`config.mk`:
```
export PLATFORM = sky130hd
export DESIGN_NAME = pch_config_header
export DESIGN_NICKNAME = d
export VERILOG_FILES = /design/src/rtl/pch_pkg.sv /design/src/rtl/pch_config_header.sv
export SDC_FILE = /design/constraint.sdc
export NUM_CORES = 1
export LEC_CHECK = 0
export BUFFER_PORTS_ARGS = -buffer_cell sky130_fd_sc_hd__buf_2
export CAP_MARGIN = 15
export CORE_ASPECT_RATIO = 1.2
export CORE_UTILIZATION = 49
export CTS_BUF_LIST = sky130_fd_sc_hd__clkbuf_4
export DETAILED_ROUTE_END_ITERATION = 10
export PLACE_DENSITY = 0.8
export SLEW_MARGIN = 20
export SYNTH_ARGS = -nofsm -noshare
export SYNTH_HDL_FRONTEND = slang
export SYNTH_SLANG_ARGS = --single-unit
```
`constraint.sdc`:
```
create_clock -name core_clk_in -period 2.45 [get_ports core_clk_in]
set_clock_uncertainty 0.05 [all_clocks]
set_input_delay 0.735 -clock core_clk_in [delete_from_list [all_inputs] [get_ports core_clk_in]]
set_output_delay 0.735 -clock core_clk_in [all_outputs]
set_load 0.01 [all_outputs]
```
`src/rtl/pch_pkg.sv`:
```
package pch_pkg;

  // ---------------------------------------------------------------
  // Register offsets (byte addresses)
  // ---------------------------------------------------------------
  localparam logic [11:0] OFF_CMD_STATUS = 12'h004;
  localparam logic [11:0] OFF_CLASS = 12'h008;
  localparam logic [11:0] OFF_MISC = 12'h00c;
  localparam logic [11:0] OFF_BASE_LOW = 12'h010;
  localparam logic [11:0] OFF_BASE_ALT = 12'h018;

  // ---------------------------------------------------------------
  // Field positions
  // ---------------------------------------------------------------
  localparam int FLAG_DPE = 5;
  localparam int FLAG_SSERR = 4;
  localparam int FLAG_RMA = 3;
  localparam int FLAG_RTA = 2;
  localparam int FLAG_STA = 1;
  localparam int FLAG_MDPED = 0;
  localparam int NUM_FLAGS = 6;
  localparam int BIT_IOS = 0;
  localparam int BIT_MS = 1;
  localparam int BIT_BM = 2;
  localparam int BIT_PARITY_REACTION_ENABLE = 6;
  localparam int BIT_SYSTEM_ERROR_REPORT_ENABLE = 8;
  localparam int BIT_DEVSEL_LO = 25;
  localparam int BIT_TARGET_BACK_TO_BACK_FLAG = 23;
  localparam int BIT_CAPABILITY_LIST_FLAG = 20;
  localparam int BIT_MDPED = 24;
  localparam int BASE_LSB = 12;
  localparam int LATENCY_LIMIT_LSB = 9;
  localparam int CACHELINE_LENGTH_LSB = 2;

  // ---------------------------------------------------------------
  // Reset and constant values
  // ---------------------------------------------------------------
  localparam logic [23:0] CLASS_RESET = 24'h068000;
  localparam logic [6:0] LATENCY_LIMIT_RESET = 7'h04;
  localparam logic [1:0] DEVSEL_MEDIUM = 2'h1;
  localparam logic [1:0] CACHELINE_LENGTH_FOUR = 2'h1;
  localparam logic [1:0] CACHELINE_LENGTH_EIGHT = 2'h2;
  localparam logic [1:0] CACHELINE_LENGTH_ZERO = 2'h0;
  localparam logic [3:0] WORDS_FOUR = 4'h4;
  localparam logic [3:0] WORDS_EIGHT = 4'h8;

  // ---------------------------------------------------------------
  // Carriers
  // ---------------------------------------------------------------
  typedef struct packed {
    logic req;
    logic wr;
    logic [11:0] offset;
    logic [31:0] wdata;
    logic [3:0] be;
  } pch_access_t;

  typedef struct packed {
    logic master_data_perr;
    logic target_addr_perr;
    logic target_data_perr;
    logic master_abort;
    logic target_abort_rcvd;
    logic target_abort_sent;
    logic master_target_perr;
  } pch_events_t;

  typedef struct packed {
    logic [1:0] pci_rst_sync;
    logic [1:0] health_sync;
    logic [1:0] strap_sync;
    logic [NUM_FLAGS-1:0] flags;
    logic system_error_report_enable;
    logic perr_en;
    logic bm;
    logic ms;
    logic io_space_enable;
    logic [23:0] class_code;
    logic [6:0] latency_limit;
    logic [1:0] cacheline_length;
    logic [19:0] reg_base;
    logic base_written;
    logic [19:0] msg_base;
    logic cfg_ack;
    logic [31:0] cfg_rdata;
    logic lcl_ack;
    logic [31:0] lcl_rdata;
    logic serr;
    logic perr;
    logic par;
    logic mwi;
    logic [3:0] cl_words;
    logic reg_hit;
    logic msg_hit;
    logic msg_rsvd_hit;
    logic status_event;
  } pch_state_t;

endpackage : pch_pkg

```
`src/rtl/pch_config_header.sv`:
```
// Notes on behaviour
// - Detected-parity flag sets on master data or target address/data parity errors.
// - Target signals address parity on SERR only with report and parity enables; flag it.
// - Own transactions ending in master-abort or target-abort set their received flags.
// - Target-abort signalled sets its flag; all error flags reset 0, write-one clears.
// - Device select timing reads 01 always and ignores writes.
// - With parity response on, master PERR involvement sets master data parity flag.
// - Capability and speed bits are fixed read-only constants.
// - PERR pulses on data parity errors only when parity response enabled; PAR always.
// - Address parity reaches SERR only when both report and parity enables set.
// - Write-invalidate enable reads 0; DMA command select chooses that command.
// - Master enable resets from strap; memory and I/O enables reset 0, gate decode.
// - Each of the six error flags can raise the external event output.
// - Base class resets 06, subclass 80; both loadable from EEPROM.
// - Programming interface code resets 00.
// - Self-test, multifunction and layout fields read zero.
// - Latency timer keeps bits 7..1 only; reset means eight clocks.
// - Cache line 00 acts as 01; illegal written values read zero.
// - Cache line setting drives burst write and DMA sizing.
// - Register-space base holds bits 31..12, space bit 0; low 12 bits select.
// - Messaging enabled moves register base to 018 and messaging base to 010.
// - Messaging window reserves lowest 4K, maps the rest; base survives reset.
// - Registers reset on PCI reset pin low or board health high.
// - Class fields writable only from local bus and loadable from EEPROM.
module pch_config_header #(
  parameter int MSG_WIN_BITS = 16,
  parameter logic [7:0] REVISION = 8'h5a  // Arbitrary value
) (
  input wire logic core_clk_in,  // 25 MHz clock
  input wire logic reset_in,  // Synchronous reset, active high
  input wire logic pci_rst_n_in,  // PCI reset pin, active low
  input wire logic board_health_input_in,  // High forces reset
  input wire logic initiator_strap_in,  // Power-up master enable option
  input wire pch_pkg::pch_access_t cfg_acc_in,  // PCI configuration access
  input wire pch_pkg::pch_access_t lcl_acc_in,  // Local bus register access
  input wire pch_pkg::pch_events_t events_in,  // One-cycle bus events
  input wire logic eeprom_load_in,  // EEPROM class load strobe
  input wire logic [23:0] eeprom_class_in,  // EEPROM class value
  input wire logic messaging_unit_enable_in,  // Messaging unit on
  input wire logic dma_cmd_select_in,  // DMA command select bit
  input wire logic addr_valid_in,  // PCI address phase valid
  input wire logic [31:0] pci_addr_in,  // PCI address
  input wire logic [35:0] par_data_in,  // AD and C/BE for parity
  output logic cfg_ack_out,  // Config answer pulse
  output logic [31:0] cfg_rdata_out,  // Config read data
  output logic lcl_ack_out,  // Local answer pulse
  output logic [31:0] lcl_rdata_out,  // Local read data
  output logic serr_out,  // SERR assert pulse
  output logic perr_out,  // PERR assert pulse
  output logic par_out,  // Generated parity
  output logic status_event_out,  // Any error flag set
  output logic memory_space_enable_out,  // Memory decode allowed
  output logic io_space_enable_out,  // I/O decode allowed
  output logic initiator_enable_out,  // Master allowed
  output logic mwi_command_out,  // Use write-invalidate
  output logic [3:0] cacheline_words_out,  // Effective line in words
  output logic [6:0] latency_limit_out,  // Latency timer bits 7..1
  output logic reg_space_hit_out,  // Address in register space
  output logic msg_window_hit_out,  // Address in mapped window
  output logic msg_reserved_hit_out  // Address in reserved 4K
);

  // ---------------------------------------------------------------
  // Helpers
  // ---------------------------------------------------------------
  function automatic logic [31:0] merge(input logic [31:0] old, input logic [31:0] nw,
                                        input logic [3:0] be);
    logic [31:0] r;
    r = old;
    for (int b = 0; b < 4; b++) begin
      if (be[b]) begin
        r[b*8 +: 8] = nw[b*8 +: 8];
      end
    end
    return r;
  endfunction : merge

  function automatic logic [31:0] read_word(input pch_pkg::pch_state_t s,
                                            input logic [11:0] off,
                                            input logic msg_en);
    logic [31:0] r;
    r = 32'h0;
    case (off)
      pch_pkg::OFF_CMD_STATUS: begin
        r[31:27] = s.flags[pch_pkg::FLAG_DPE:pch_pkg::FLAG_STA];
        r[pch_pkg::BIT_MDPED] = s.flags[pch_pkg::FLAG_MDPED];
        r[pch_pkg::BIT_DEVSEL_LO +: 2] = pch_pkg::DEVSEL_MEDIUM;
        r[pch_pkg::BIT_TARGET_BACK_TO_BACK_FLAG] = 1'b1;
        r[pch_pkg::BIT_CAPABILITY_LIST_FLAG] = 1'b1;
        r[pch_pkg::BIT_SYSTEM_ERROR_REPORT_ENABLE] = s.system_error_report_enable;
        r[pch_pkg::BIT_PARITY_REACTION_ENABLE] = s.perr_en;
        r[pch_pkg::BIT_BM] = s.bm;
        r[pch_pkg::BIT_MS] = s.ms;
        r[pch_pkg::BIT_IOS] = s.io_space_enable;
      end
      pch_pkg::OFF_CLASS: begin
        r = {s.class_code, REVISION};
      end
      pch_pkg::OFF_MISC: begin
        // Self-test, multifunction and layout stay zero
        r[pch_pkg::LATENCY_LIMIT_LSB +: 7] = s.latency_limit;
        r[pch_pkg::CACHELINE_LENGTH_LSB +: 2] = s.cacheline_length;
      end
      pch_pkg::OFF_BASE_LOW: begin
        r[31:pch_pkg::BASE_LSB] = msg_en ? s.msg_base : s.reg_base;
      end
      pch_pkg::OFF_BASE_ALT: begin
        // Target window 0 base reads zero here unless messaging moves it here from 010
        if (msg_en) begin
          r[31:pch_pkg::BASE_LSB] = s.reg_base;
        end
      end
      default: begin
        r = 32'h0;
      end
    endcase
    return r;
  endfunction : read_word

  // ---------------------------------------------------------------
  // State
  // ---------------------------------------------------------------
  pch_pkg::pch_state_t st;
  pch_pkg::pch_state_t next_st;
  pch_pkg::pch_access_t acc [2];
  logic rst;
  logic [pch_pkg::NUM_FLAGS-1:0] set_flags;
  logic [pch_pkg::NUM_FLAGS-1:0] clr_flags;
  logic [31:0] tmp;

  // Pin-driven resets go through the synchroniser before use
  assign rst = reset_in || !st.pci_rst_sync[1] || st.health_sync[1];

  always_comb begin
    next_st = st;
    acc[0] = cfg_acc_in;
    acc[1] = lcl_acc_in;
    set_flags = '0;
    clr_flags = '0;
    tmp = 32'h0;

    next_st.pci_rst_sync = {st.pci_rst_sync[0], pci_rst_n_in};
    next_st.health_sync = {st.health_sync[0], board_health_input_in};
    next_st.strap_sync = {st.strap_sync[0], initiator_strap_in};

    // Event decode, steered by the enables held now
    set_flags[pch_pkg::FLAG_DPE] = events_in.master_data_perr
        || events_in.target_addr_perr || events_in.target_data_perr;
    set_flags[pch_pkg::FLAG_SSERR] = events_in.target_addr_perr
        && st.system_error_report_enable && st.perr_en;
    set_flags[pch_pkg::FLAG_RMA] = events_in.master_abort;
    set_flags[pch_pkg::FLAG_RTA] = events_in.target_abort_rcvd;
    set_flags[pch_pkg::FLAG_STA] = events_in.target_abort_sent;
    set_flags[pch_pkg::FLAG_MDPED] = st.perr_en
        && (events_in.master_data_perr || events_in.master_target_perr);

    next_st.cfg_ack = 1'b0;
    next_st.lcl_ack = 1'b0;
    next_st.cfg_rdata = 32'h0;
    next_st.lcl_rdata = 32'h0;

    // Port 0 is PCI config, port 1 the local bus; local lands last on a clash
    for (int p = 0; p < 2; p++) begin
      if (acc[p].req && acc[p].wr) begin
        case (acc[p].offset)
          pch_pkg::OFF_CMD_STATUS: begin
            if (acc[p].be[0]) begin
              next_st.io_space_enable = acc[p].wdata[pch_pkg::BIT_IOS];
              next_st.ms = acc[p].wdata[pch_pkg::BIT_MS];
              next_st.bm = acc[p].wdata[pch_pkg::BIT_BM];
              next_st.perr_en = acc[p].wdata[pch_pkg::BIT_PARITY_REACTION_ENABLE];
            end
            if (acc[p].be[1]) begin
              next_st.system_error_report_enable = acc[p].wdata[pch_pkg::BIT_SYSTEM_ERROR_REPORT_ENABLE];
            end
            if (acc[p].be[3]) begin
              // Only ones clear; zeros and constant bits are ignored
              clr_flags = clr_flags | {acc[p].wdata[31:27],
                                       acc[p].wdata[pch_pkg::BIT_MDPED]};
            end
          end
          pch_pkg::OFF_CLASS: begin
            if (p == 1 && !eeprom_load_in) begin
              tmp = merge({st.class_code, REVISION}, acc[p].wdata, acc[p].be);
              next_st.class_code = tmp[31:8];
            end
          end
          pch_pkg::OFF_MISC: begin
            if (acc[p].be[1]) begin
              next_st.latency_limit = acc[p].wdata[pch_pkg::LATENCY_LIMIT_LSB +: 7];
            end
            if (acc[p].be[0]) begin
              next_st.cacheline_length = (acc[p].wdata[pch_pkg::CACHELINE_LENGTH_LSB +: 2] == 2'h3)
                  ? pch_pkg::CACHELINE_LENGTH_ZERO : acc[p].wdata[pch_pkg::CACHELINE_LENGTH_LSB +: 2];
            end
          end
          pch_pkg::OFF_BASE_LOW: begin
            if (messaging_unit_enable_in) begin
              tmp = merge({st.msg_base, 12'h0}, acc[p].wdata, acc[p].be);
              next_st.msg_base = tmp[31:pch_pkg::BASE_LSB];
            end else begin
              tmp = merge({st.reg_base, 12'h0}, acc[p].wdata, acc[p].be);
              next_st.reg_base = tmp[31:pch_pkg::BASE_LSB];
              next_st.base_written = 1'b1;
            end
          end
          pch_pkg::OFF_BASE_ALT: begin
            if (messaging_unit_enable_in) begin
              tmp = merge({st.reg_base, 12'h0}, acc[p].wdata, acc[p].be);
              next_st.reg_base = tmp[31:pch_pkg::BASE_LSB];
              next_st.base_written = 1'b1;
            end
          end
          default: begin
          end
        endcase
      end
    end

    if (cfg_acc_in.req) begin
      next_st.cfg_ack = 1'b1;
      if (!cfg_acc_in.wr) begin
        next_st.cfg_rdata = read_word(st, cfg_acc_in.offset, messaging_unit_enable_in);
      end
    end
    if (lcl_acc_in.req) begin
      next_st.lcl_ack = 1'b1;
      if (!lcl_acc_in.wr) begin
        next_st.lcl_rdata = read_word(st, lcl_acc_in.offset, messaging_unit_enable_in);
      end
    end

    if (eeprom_load_in) begin
      next_st.class_code = eeprom_class_in;
    end

    // A flag raised in the cycle it is cleared stays set
    next_st.flags = (st.flags & ~clr_flags) | set_flags;
    next_st.status_event = |st.flags;

    next_st.serr = set_flags[pch_pkg::FLAG_SSERR];
    next_st.perr = st.perr_en
        && (events_in.master_data_perr || events_in.target_data_perr);
    next_st.par = ^par_data_in;
    next_st.mwi = dma_cmd_select_in;
    next_st.cl_words = (st.cacheline_length == pch_pkg::CACHELINE_LENGTH_EIGHT)
        ? pch_pkg::WORDS_EIGHT : pch_pkg::WORDS_FOUR;

    // Register decode needs memory space enabled and a base written first
    next_st.reg_hit = addr_valid_in && st.ms && st.base_written
        && (pci_addr_in[31:pch_pkg::BASE_LSB] == st.reg_base);
    next_st.msg_hit = 1'b0;
    next_st.msg_rsvd_hit = 1'b0;
    if (addr_valid_in && st.ms && messaging_unit_enable_in
        && pci_addr_in[31:MSG_WIN_BITS] == st.msg_base[31-pch_pkg::BASE_LSB:
                                                      MSG_WIN_BITS-pch_pkg::BASE_LSB]) begin
      next_st.msg_hit = |pci_addr_in[MSG_WIN_BITS-1:pch_pkg::BASE_LSB];
      next_st.msg_rsvd_hit = ~|pci_addr_in[MSG_WIN_BITS-1:pch_pkg::BASE_LSB];
    end

    if (rst) begin
      // Messaging base deliberately keeps its contents through reset
      next_st.flags = '0;
      next_st.system_error_report_enable = 1'b0;
      next_st.perr_en = 1'b0;
      next_st.bm = st.strap_sync[1];
      next_st.ms = 1'b0;
      next_st.io_space_enable = 1'b0;
      next_st.class_code = pch_pkg::CLASS_RESET;
      next_st.latency_limit = pch_pkg::LATENCY_LIMIT_RESET;
      next_st.cacheline_length = pch_pkg::CACHELINE_LENGTH_ZERO;
      next_st.reg_base = '0;
      next_st.base_written = 1'b0;
      next_st.cfg_ack = 1'b0;
      next_st.cfg_rdata = 32'h0;
      next_st.lcl_ack = 1'b0;
      next_st.lcl_rdata = 32'h0;
      next_st.serr = 1'b0;
      next_st.perr = 1'b0;
      next_st.par = 1'b0;
      next_st.mwi = 1'b0;
      next_st.cl_words = pch_pkg::WORDS_FOUR;
      next_st.reg_hit = 1'b0;
      next_st.msg_hit = 1'b0;
      next_st.msg_rsvd_hit = 1'b0;
      next_st.status_event = 1'b0;
    end
    if (reset_in) begin
      next_st.pci_rst_sync = 2'h0;
      next_st.health_sync = 2'h0;
      // Strap chain keeps running so the option is settled when reset ends
    end
  end

  always_ff @(posedge core_clk_in) begin
    st <= next_st;
  end

  // ---------------------------------------------------------------
  // Outputs
  // ---------------------------------------------------------------
  assign cfg_ack_out = st.cfg_ack;
  assign cfg_rdata_out = st.cfg_rdata;
  assign lcl_ack_out = st.lcl_ack;
  assign lcl_rdata_out = st.lcl_rdata;
  assign serr_out = st.serr;
  assign perr_out = st.perr;
  assign par_out = st.par;
  assign status_event_out = st.status_event;
  assign memory_space_enable_out = st.ms;
  assign io_space_enable_out = st.io_space_enable;
  assign initiator_enable_out = st.bm;
  assign mwi_command_out = st.mwi;
  assign cacheline_words_out = st.cl_words;
  assign latency_limit_out = st.latency_limit;
  assign reg_space_hit_out = st.reg_hit;
  assign msg_window_hit_out = st.msg_hit;
  assign msg_reserved_hit_out = st.msg_rsvd_hit;
endmodule : pch_config_header

```
## Word-level counts from Yosys, hierarchy flattened

Index checks and enable logic that the tools add are counted.

| word-level totals | value |
|---|---|
| bits of input ports | 208 |
| memory bits (read-only) | 0 |
| flip-flop bits (word level) | 169 |
| bits in writable memories | 0 |
| latch bits | 0 |
| memories | 0 |

| operators by class | value |
|---|---|
| multiply operators | 0 |
| add/sub/neg operators | 0 |
| shift operators | 0 |
| eq/ne operators | 18 |
| bitwise gates (word level) | 7 |
| order comparisons | 0 |
| muxes and demuxes | 81 |
| divide/modulo/power cells | 0 |
| reductions and logical operators | 35 |

Operator list:

| cell | count |
|---|---|
| two-way mux 20 bit | 6 |
| two-way mux 8 bit | 13 |
| two-way mux 21 bit | 4 |
| one-hot mux 21 bit (2 select lines) | 2 |
| two-way mux 79 bit | 1 |
| two-way mux 24 bit | 3 |
| one-hot mux 9 bit (4 select lines) | 2 |
| two-way mux 33 bit | 2 |
| two-way mux 32 bit | 2 |
| two-way mux 57 bit | 1 |
| two-way mux 50 bit | 1 |
| == test 12 x 4 -> 1 bit, second input constant | 4 |
| == test 12 x 5 -> 1 bit, second input constant | 4 |
| two-way mux 6 bit | 6 |
| parity 36 bit | 1 |
| one-hot mux 4 bit (4 select lines) | 2 |
| == test 12 x 3 -> 1 bit, second input constant | 2 |
| one-hot mux 4 bit (3 select lines) | 2 |
| == test 20 bit | 1 |
| two-way mux 9 bit | 2 |
| == test 16 bit | 1 |
| one-hot mux 1 bit (2 select lines) | 8 |
| two-way mux 5 bit | 3 |
| two-way mux 7 bit | 2 |
| other kinds (22) | 66 |

## Logic depth before layout (Yosys ltp)

| logic depth | value |
|---|---|
| depth after elaboration | 10 |
| mapped depth | 8 |

## Least setup slack after synthesis

Ideal clock, no wire load.

| timing | value |
|---|---|
| kind | input-to-reg |
| from | input port cfg_acc_in[42] (netlist name) |
| to | register st[80] (netlist name) (data pin) |
| arrival time | 2.328 ns |
| slack | -0.198 ns |
| buffers on the path | 2 |
| library setup time | 0.270 ns |
| required time | 2.130 ns |
| stages on the path | 7 |
| cell sequence | or4_4 -> buf_6 -> nor4_4 -> buf_4 -> nand3_1 -> mux2i_1 -> a21oi_1 |

RTL lines:

| what | line | RTL |
|---|---|---|
| start, declared | pch_config_header.sv:34 | `input wire pch_pkg::pch_access_t cfg_acc_in,` |
| end signal, assigned | pch_config_header.sv:296 | `st <= next_st;` |
| end, declared | pch_config_header.sv:123 | `pch_pkg::pch_state_t st;` |

==> reports/summary.txt <==
Core Region: 19500 sq um
Layout Nets: 1549
post-synthesis instance area: 9690 sq um
Die Height: 156 um
post-DR wirelength/cell: 20.5 um
area growth from synthesis to layout: 22.3%
filler instances: 1733
Resized cells post-CTS: 0
GPL Wtd Cong: 0.951
Tmin final: 2.25 ns
vias in the first global route: 9264
Detailed Route WL: 33300 um
Multi-input gate area: 5360 sq um
Ports: 296
IO buf count: 271
CP Class: in -> reg
Placed Cells incl. Taps: 1583
Starting Density: 0.498
RSZ-0062 raised after global routing: false
Yosys reg bits: 163
WP data arrival: 2.54 ns
CP top delay family: simple AND/OR/NAND/NOR gates
Synth area leaders: dfxtp_1 30%, mux2i_1 7.1%, edfxtp_1 6.2%
CTS tree: built
Max Clk Rate: 444 MHz
cells after synthesis: 1087
Warnings, synthesis: 0
Critical Path RT: 2.73 ns
Worst path slowest cell: or4_1
Clock Latency Late Sink: 0.61 ns
DR DRC count: 0
CTS hold repair buffers: 0
CTS clk-pin slew, worst paths: 0.15 ns
Post-synth EDFFs: 20
FFs w/ async S/R, synth: 0
first-pass GRT wire length: 49300 um
initial antenna violation count: 6
Yosys cell types: 64
root buffer cell: clkbuf_4
Leakage: 4.95 nW
Max-slew headroom: 0.523
# setup viols final: 0
actual slew at the worst max-slew pin: 0.714 ns
Cell Area, Placed: 11500 sq um
GRT Overall Usage: 0.323
crit-path max cell delay: 0.67 ns
Crit. End Element: flip-flop
Hold Crit Class: in -> reg
CTS HTree Levels: 4
row count: 56
Post-synth top cells: 143 x dfxtp_1, 94 x a21oi_1, 77 x buf_4, 75 x nand2_1, 73 x nor2_1
TNS Setup: 0 ns
Final Cycle Share: 0.920
Avg Vias per Cell: 6.07
final instance area: 11900 sq um
Power Dens Cells: 455 nW/um^2
deepest clock path buffer count: 2
CTS Buf Count: 17
Die X: 130 um
largest net degree at the start of global routing: 40
post-synth top area cell: dfxtp_1
WP buf/inv: 2
MaxCap Viol Count: 0
remaining global-route overflow: 0
post-route insts no fill: 1621
DIE AREA: 20300 sq um
synthesized area per cell: 8.92 sq um
critical path cell sequence: buf_2 > nor4_4 > nand4b_1 > or4_1 > buf_4 > nor2_1 > a21oi_1
post-synth top area share: 0.295
most frequent cell after synthesis: dfxtp_1
layout cell share with drive strength beyond 1: 0.362
Startpoint Class: primary input
status: completed
Fin. Hold Viols: 0
worst vdd ir: 360 uV
drt first pass iters: 11
Post-CTS Setup Bufs: 0
Slew Limit Fails: 0
peak fanout along the critical path: 30
DR vias: 9839
Post-DRT Antenna Nets: 0
sequential area share after synthesis: 0.357
first-iteration detailed-routing DRC count: 1182
FF/Latch Area: 3460 sq um
DP HPWL: 25900 um
CTS Sinks: 163
Synth Flop Type: dfxtp_1
[flip-flops by register name, indices dropped and copies added (netlist names), 2 cells and up]
signal and flops:
cfg_rdata_out 30, st 80, cacheline_words_out 2, lcl_rdata_out 30, latency_limit_out 7
[worst register-to-register path, cell delays in order, from the launching register on]
cell     delay [ns]
dfxtp_1        0.36
nor3b_4        0.22
buf_4          0.20
and2_1         0.14
nor2b_1        0.33
a21oi_1        0.13
buf_4          0.20
a21oi_1        0.24
[stage by stage]
stage	power (mW)	util	hold slack [ns]	setup slack (ns)
4_1_cts	5.41	0.608	0.158	0.272
3_5_place_dp	3.49	0.590	0.265	-0.356
2_1_floorplan	3.15	-	0.260	-0.0460
6_report	5.40	0.609	0.180	0.195
3_3_place_gp	3.48	0.590	0.265	-0.306
5_1_grt	5.56	0.608	0.161	0.152
[cell usage in the layout, fill, tap and decap left out, types with 15 or more instances in the layout]
cell type and n:
a21oi_1 94, a221oi_1 24, a222oi_1 22, a22oi_1 33
a31oi_1 17, and3_1 15, buf_2 271, buf_4 114
clkbuf_4 18, dfxtp_1 143, edfxtp_1 20, mux2_2 41
mux2i_1 69, nand2_1 75, nand3_1 15, nor2_1 73
o21ai_0 40, xnor2_1 52, xor2_1 16
[logic make-up (layout without fill, tap and decap cells)]
kind of cell | after synthesis | after routing | synth area share
compound gates | 289 | 289 | 0.201
simple gates | 285 | 285 | 0.159
buf+inv | 169 | 431 | 0.0975
flops | 163 | 163 | 0.357
mux | 110 | 110 | 0.119
xor+xnor | 70 | 70 | 0.0661
other cells | 1 | 12 | 0.000387
[cell type report]
cell class / instances / share of cell area
clock buffers: 18 / 0.0114
repair buffers: 390 / 0.195
flip-flops and latches: 163 / 0.292
diodes: 6 / 0.00127
well taps: 261 / 0.0275
multi-input cells: 760 / 0.452
inverters: 9 / 0.00285
clock inverters: 14 / 0.0180
[path summary, 6_finish.rpt]
check	startpoint	end	slack [ns]	cells past startpoint
max	lcl_acc_in[45]	st[83]	0.20	7
min	initiator_strap_in	next_st[164]	0.18	1
max reg2reg	st[168]	lcl_rdata_out[23]	0.48	7
min reg2reg	next_st[164]	st[164]	0.30	0
[report_power, final]
part / internal, mW / switching (mW)
clock: 0.860 / 1.09
sequential: 2.71 / 0.0136
combinational: 0.357 / 0.365
[per-layer routing]
| metal | up-vias | track usage | part of all wire |
|---|---|---|---|
| met1 | 4604 | 0.384 | 0.37 |
| met5 | - | 0 | 0 |
| li1 | 4441 | - | - |
| met4 | 0 | 0.198 | 0.058 |
| met2 | 649 | 0.534 | 0.48 |
| met3 | 145 | 0.0600 | 0.089 |
No activity file was read; power rests on OpenSTA's default activity.
